`src/ebcs_pkg.sv`:
```
// package of constants for the external bus cycle strobe block
package ebcs_pkg;
    // reset values of the strobes
    localparam logic ALE_RESET      = 1'b0;
    localparam logic UBE_N_RESET    = 1'b1;
    // default cycle length in clocks, address phase length in clocks
    localparam int   CYCLE_CLKS_DEF = 4;
    localparam int   ADDR_CLKS_DEF  = 1;
    localparam int   ADDR_WIDTH_DEF = 16;
    localparam int   DATA_WIDTH_DEF = 16;
    // byte lane codes: {upper byte enable low, address bit 0}
    localparam logic [1:0] LANE_BOTH = 2'h0;
    localparam logic [1:0] LANE_HIGH = 2'h1;
    localparam logic [1:0] LANE_LOW  = 2'h2;
    // cycle sequencer states, one-hot
    typedef enum logic [2:0] {
        ST_IDLE = 3'h1,
        ST_ADDR = 3'h2,
        ST_DATA = 3'h4
    } ebcs_state_e;
endpackage

```
`src/ebcs_lane_decode.sv`:
```
// byte lane decoder for the upper byte enable
`timescale 1ns/1ps
`default_nettype none
module ebcs_lane_decode (
    input  wire logic wideBus,
    input  wire logic isWord,
    input  wire logic addrBit0,
    output logic      upperByteEnableN
);
    // enable the upper lane for word or odd-byte access on a 16-bit bus
    always_comb
    begin
        upperByteEnableN = 1'b1;
        if (wideBus && (isWord || addrBit0))
            upperByteEnableN = 1'b0;
    end
endmodule
`default_nettype wire

```
`src/ebcs_strobes.sv`:
```
// address latch strobe and upper byte enable generator for external cycles
// Overview of operation
// - address latch strobe is high only during an external memory cycle
// - strobe asserts at cycle start while valid address is on the bus
// - on 16-bit cycles upper enable goes low for word and high-byte access
// - low upper enable means upper data half valid; paired with address bit 0
// - enable/bit0: 0/0 both bytes, 0/1 high only, 1/0 low only
`timescale 1ns/1ps
`default_nettype none
module ebcs_strobes #(
    parameter int CYCLE_CLKS = ebcs_pkg::CYCLE_CLKS_DEF,
    parameter int ADDR_CLKS  = ebcs_pkg::ADDR_CLKS_DEF,
    parameter int ADDR_WIDTH = ebcs_pkg::ADDR_WIDTH_DEF
) (
    input  wire logic                  clk,
    input  wire logic                  rst_n,
    input  wire logic                  cycleReq,
    input  wire logic [ADDR_WIDTH-1:0] cycleAddr,
    input  wire logic                  cycleWord,
    input  wire logic                  cycleWide,
    input  wire logic                  cycleWrite,
    output logic                       cycleReady,
    output logic                       cycleDone,
    output logic                       addrLatchStrobe,
    output logic                       upper_byte_enable_n,
    output logic                       addrPhase,
    output logic [ADDR_WIDTH-1:0]      busAddr,
    output logic                       busWrite,
    output logic                       busActive
);
    // parameter checks: the cycle counter is eight bits and a data phase must follow
    if (CYCLE_CLKS < ADDR_CLKS + 1 || ADDR_CLKS < 1 || CYCLE_CLKS > 255)
    begin : g_bad_cycle
        $error("ebcs_strobes: cycle must exceed address phase");
    end
    if (ADDR_WIDTH < 1)
    begin : g_bad_width
        $error("ebcs_strobes: address width too small");
    end

    ebcs_pkg::ebcs_state_e stateQ;
    ebcs_pkg::ebcs_state_e stateD;
    logic [7:0]            cntQ;
    logic                  lastAddr;
    logic                  lastData;
    logic                  ubeN;
    logic                  startCycle;
    // edges from the taking edge to the edge that samples the done pulse
    localparam int DONE_DELAY = CYCLE_CLKS + 1;

    assign startCycle = cycleReq && (stateQ == ebcs_pkg::ST_IDLE);
    assign cycleReady = (stateQ == ebcs_pkg::ST_IDLE);
    assign lastAddr   = (cntQ == 8'(ADDR_CLKS - 1));
    assign lastData   = (cntQ == 8'(CYCLE_CLKS - 1));

    // cycle sequencer: idle, address phase, data phase
    always_comb
    begin
        stateD = stateQ;
        case (stateQ)
            ebcs_pkg::ST_IDLE: if (cycleReq) stateD = ebcs_pkg::ST_ADDR;
            ebcs_pkg::ST_ADDR: if (lastAddr) stateD = ebcs_pkg::ST_DATA;
            ebcs_pkg::ST_DATA: if (lastData) stateD = ebcs_pkg::ST_IDLE;
            default:           stateD = ebcs_pkg::ST_IDLE;
        endcase
    end

    always_ff @(posedge clk)
    begin
        if (!rst_n)
            stateQ <= ebcs_pkg::ST_IDLE;
        else
            stateQ <= stateD;
    end

    // clocks spent in the current cycle
    always_ff @(posedge clk)
    begin
        if (!rst_n || stateQ == ebcs_pkg::ST_IDLE)
            cntQ <= 8'h00;
        else
            cntQ <= cntQ + 8'h01;
    end

    // address and direction captured at cycle start and held
    always_ff @(posedge clk)
    begin
        if (!rst_n)
        begin
            busAddr  <= '0;
            busWrite <= 1'b0;
        end
        else if (startCycle)
        begin
            busAddr  <= cycleAddr;
            busWrite <= cycleWrite;
        end
    end

    ebcs_lane_decode u_lane (
        .wideBus          (cycleWide),
        .isWord           (cycleWord),
        .addrBit0         (cycleAddr[0]),
        .upperByteEnableN (ubeN)
    );

    // strobe follows the address phase; lane enable held over the whole cycle
    always_ff @(posedge clk)
    begin
        if (!rst_n)
        begin
            addrLatchStrobe     <= ebcs_pkg::ALE_RESET;
            upper_byte_enable_n <= ebcs_pkg::UBE_N_RESET;
            addrPhase           <= 1'b0;
            busActive           <= 1'b0;
            cycleDone           <= 1'b0;
        end
        else
        begin
            addrLatchStrobe <= (stateD == ebcs_pkg::ST_ADDR);
            addrPhase       <= (stateD == ebcs_pkg::ST_ADDR);
            busActive       <= (stateD != ebcs_pkg::ST_IDLE);
            cycleDone       <= (stateQ == ebcs_pkg::ST_DATA) && lastData;
            if (startCycle)
                upper_byte_enable_n <= ubeN;
            else if (stateD == ebcs_pkg::ST_IDLE)
                upper_byte_enable_n <= ebcs_pkg::UBE_N_RESET;
        end
    end
endmodule
`default_nettype wire

```
`config.mk`:
```
export PLATFORM = sky130hd
export DESIGN_NAME = ebcs_strobes
export DESIGN_NICKNAME = d
export VERILOG_FILES = /design/src/ebcs_pkg.sv /design/src/ebcs_lane_decode.sv /design/src/ebcs_strobes.sv
export SDC_FILE = /design/constraint.sdc
export NUM_CORES = 1
export LEC_CHECK = 0
export BUFFER_PORTS_ARGS = -buffer_cell sky130_fd_sc_hd__buf_2
export CORE_ASPECT_RATIO = 0.6
export CORE_MARGIN = 5
export CORE_UTILIZATION = 43
export DETAILED_ROUTE_END_ITERATION = 6
export PLACE_DENSITY = 0.73
export SLEW_MARGIN = 20
export SYNTH_ARGS = -nofsm -noshare
export SYNTH_HDL_FRONTEND = slang
export SYNTH_SLANG_ARGS = --single-unit
```
`constraint.sdc`:
```
create_clock -name clk -period 1.6 [get_ports clk]
set_input_delay 0.16 -clock clk [delete_from_list [all_inputs] [get_ports clk]]
set_output_delay 0.16 -clock clk [all_outputs]
set_load 0.05 [all_outputs]
```
* Word-level counts from Yosys, hierarchy flattened
Index checks and enable logic that the tools add are counted.
** Cells by class
- Divide/modulo/power cells :: 0
- Equal/unequal tests :: 7
- Shifts and indexed selects :: 0
- Magnitude comparators :: 0
- Multiplexer cells :: 7
- Bitwise logic cells :: 0
- Reductions and logical operators :: 8
- $mul :: 0
- Add/sub/neg operators :: 1
** Operators with widths (count)
- $mux 3 :: 3
- $pmux 3 s3 :: 1
- $add 8x1->8 const B :: 1
- $eq 8x2->1 const B :: 1
- $logic_not 8->1 :: 1
- $eq 3x1->1 const B :: 2
- $eq 3x2->1 const B :: 2
- $eq 3x3->1 const B :: 1
- $logic_and 1x1->1 :: 3
- $mux 1 :: 3
- $ne 3x1->1 const B :: 1
- $logic_or 1x1->1 :: 2
- $reduce_bool 2->1 :: 1
- $logic_not 1->1 :: 1
** Word-level totals
- RAM bits :: 0
- Bits in registers :: 32
- Memory bits (read-only) :: 0
- Latch bits :: 0
- Memories :: 0

* Logic depth before layout (Yosys ltp)
- Depth in word-level cells :: 6
- Depth in mapped cells :: 5
- Depth with buffers taken out :: 4

* By module
A second synthesis with hierarchy kept.
** Unflattened totals
- Cell total of the unflattened synthesis :: 145
- Area, all modules :: 1258.7 µm²
** By module, submodules not included
- ebcs_strobes :: cells an instance 144, area each 1253.7 µm², seq. area each 640.6 µm², times used 1
- ebcs_lane_decode :: cells an instance 1, area each 5.0 µm², seq. area each 0.0 µm², times used 1

* Worst setup path after synthesis
No wires, ideal clock.
- Path kind :: reg-to-reg
- From :: register cntQ[0]
- To :: register upper_byte_enable_n
- Required time :: 1.539 ns
- Buffers on the path :: 0
- Clock period less this slack :: 1.572 ns
- Stages on the path, launching flop included :: 5
- Setup slack :: 0.028 ns
- Arrival :: 1.511 ns
- Cell sequence :: dfxtp_1 > ha_1 > or3b_2 > nor4_4 > o41a_1
** On the way
- Cells in the longest elaborated chain, start to end :: 5
- Elaborated cells on any way between the ends :: 7
** Ends and longest elaborated chain
- from (decl) :: line ebcs_strobes.sv:43 : logic [7:0] cntQ;
- from (signal assigned) :: line ebcs_strobes.sv:82 : cntQ <= cntQ + 8'h01;
- $eq 8x2->1 or $logic_not 8->1 (tied branches) :: line ebcs_strobes.sv:54, ebcs_strobes.sv:53
- $mux 3 (on tied branches) :: line ebcs_strobes.sv:63, ebcs_strobes.sv:62
- $pmux 3 s3 (*) :: line ebcs_strobes.sv:60 : case (stateQ)
- $eq 3x1->1 (*) :: line ebcs_strobes.sv:126 : else if (stateD == ebcs_pkg::ST_IDLE)
- $reduce_bool 2->1 (no source line) (*)
- to (signal assigned) :: line ebcs_strobes.sv:113 : upper_byte_enable_n <= ebcs_pkg::UBE_N_RESET;
- to (signal assigned) :: line ebcs_strobes.sv:125 : upper_byte_enable_n <= ubeN;
- to (signal assigned) :: line ebcs_strobes.sv:127 : upper_byte_enable_n <= ebcs_pkg::UBE_N_RESET;
- to (decl) :: line ebcs_strobes.sv:25 : output logic upper_byte_enable_n,
Mark *: on every way between the ends. The rest lies on a longest branch, timed or not.
A chain may end at the register's enable or synchronous reset.

* Final worst setup path
- From :: register cntQ[1]
- To :: register upper_byte_enable_n
Same word-level chain as after synthesis.

==> metrics.cfg <==
[min_path]
min_path_type=in2reg
min_from=cycleWrite
min_delay_path_depth=3
hold_end=busWrite

[timing]
fmax_mhz=656
clock_skew_ns=0.00731
rsz0062_at_grt=false
hold_viol_final=0
post-route-min-period_ns=1.52
fin_crit_sh_pct=95.3
finalHoldWorstSlack_ns=0.116
slew_headroom_pct=58.5
tightest_slew_ns=0.623
setup_tns_ns=0
setup_viol=0
maxSlewViolCount=0

[pwr]
switchingPower_w=0.000539
power.density_nw_per_um2=1090
combinationalPowerShare_pct=18.3
leakage_nw=0.721
power_frac_clock_pct=34.2
ir_worst_vdd_mv=0.581
p_int_w=0.00127
switching_share_pct=29.7
seqPwrFrac_pct=47.5

[floorplanning]
coreArea_sq_um=2870
rows=15
die_h_microns=52.3
initial_core_util_pct=44.7
die_w_microns=80.6
io_pins=45
die_area_sq_um=4220

[final_layout]
diodes=0
area_delta_synth_final_pct=29.4
drive_gt1_share_pct=31.7
nets=222

[logic_synthesis]
syn_nets=173
synth-edff-count=0
synthArstFlopShare_pct=0
yosysMostFrequentCell=nand2_1
synth_seq_cells=32
synth_area_per_cell_sq_um=8.62
synth_flop_cell=dfxtp_1
syn_area_sq_um=1280
post-synth-top-area-fraction_pct=49.9
yosysTopAreaCell=dfxtp_1
synth_warnings=0
synthTopCellsByArea=dfxtp_1 (50%), nand2_1 (11%), a21oi_1 (9.0%)
yosys-top-cells-count=nand2_1 (36), dfxtp_1 (32), a21oi_1 (23)
synthCells=149
yosysSeqAreaShare_pct=49.9
ys_types=35

[critical_path]
startpoint_type=flip-flop
critPathMaxFanout=4
required_ns=1.82
path_class=reg2reg
critPathCaptureType=flip-flop
reg2regPathDepth=4
ff2ff_setup_slack_ns=0.08
rr_endpoint=upper_byte_enable_n
rr_startpoint=cntQ[1]
arrival_ns=1.75

[drt]
drtAntennaViolNets=0
dr.pass1.iters=4
via_per_inst=4.88
via_count=1177
wl_mm=3.09
drtIter0Drc=65
remaining_drc_errors=0
wire_per_inst_microns=12.8

[clock_tree]
cts_tree=done
cts_root_buffer=clkbuf_8
clk_path_buf_depth=2
clk_pin_slew_ns=0.07
cts-htree-levels=2
numCtsBuffers=5
clk-insertion-delay-late_ns=0.28
cts.sinks=32
cts_setup_buffers=0

[grt]
antenna_found_initial=0
track_usage_pct=16.1
grt_pass1_vias=1142
gr-total-overflow=0
grt_max_degree=22
grt_pass1_wl_mm=5.13

[place]
hpwl_mm=2.34
io_buffers=44
gp_congestion=0.822

[run_status]
outcome=completed

[run]
drv_cap=0

[power by group through the flow]
stage	clock network (W)	registers, W	logic [W]
floorplan	0	0.000995	0.000118
global placement	0	0.000877	0.000322
detailed placement	0	0.000879	0.000330
CTS	0.000634	0.000863	0.000333
global route	0.000679	0.000868	0.000358
finish	0.000621	0.000862	0.000331
[worst max-delay path by stage]
| stage | startpoint | endpoint |
|---|---|---|
| floorplan | cntQ[0] | upper_byte_enable_n |
| global placement | cntQ[0] | upper_byte_enable_n |
| detailed placement | cntQ[0] | upper_byte_enable_n |
| CTS | stateQ[0] | cycleReady |
| global route | stateQ[0] | cycleReady |
| finish | cntQ[1] | upper_byte_enable_n |
[final cells by class]
type,count,area (sq um)
clock inverter,2,10.0
clock buffer,6,82.6
timing repair buffer,50,268
fill,261,1210
inverter,5,18.8
sequential,32,644
tap,42,52.6
multi-input combinational,104,587
[per-layer routing]
layer / vias up / GRT usage (%) / wire length [microns]
li1: 602 / - / -
met1: 531 / 20.9 / 1380
met2: 39 / 24.5 / 1420
met3: 5 / 5.50 / 253
met4: 0 / 7.02 / 41
met5: - / 0 / 0
[critical path: stages (launching register included)]
cell and delay, ns:
dfxtp_1 0.34, ha_1 0.16, or3b_2 0.50, nor4_4 0.30, o41a_1 0.18
[cell families (layout without fill, tap and decap cells)]
family / Yosys count / count (layout) / synth area share (%)
adders and majority gates: 2 / 2 / 1.95
DFF: 32 / 32 / 49.9
and+or+nand+nor: 66 / 66 / 26.9
buffers and inverters: 13 / 63 / 4.48
AOI/OAI and AO/OA: 33 / 33 / 14.8
xor gates and xnor gates: 3 / 3 / 2.05
[registers in the layout, indices dropped and copies added, names as in the netlist]
name,flops
stateQ,3
busActive,1
busWrite,1
busAddr,16
addrPhase,1
cycleDone,1
upper_byte_enable_n,1
cntQ,8
[cells in the final DEF (no fill, tap or decap), drive strengths merged, types with 3 or more instances in the layout]
master	instances
clkbuf	7
nand2b	3
nand3	4
buf	49
nand2	36
or3b	3
o21ai	3
dfxtp	32
a21oi	23
inv	5
or3	3
nor2	5
[stage by stage]
step	util (%)	cell area [sq um]	std cells	worst slack (ns)	total power, W
after floorplan	-	1280	149	0.0278	0.00111
final	57.9	1660	241	0.0754	0.00181
after global placement	54.5	1560	233	0.123	0.00120
after detailed placement	54.5	1560	233	0.0824	0.00121
after global routing	57.9	1660	241	0.0205	0.00190
after CTS	57.7	1660	241	0.0279	0.00183
[repair_timing]
| action | CTS | global route |
|---|---|---|
| hold buffers | 0 | 0 |
| endpoints found under the setup margin | 1 | 1 |
| resized for setup | 1 | 2 |
Power figures use the tool's default switching activity.
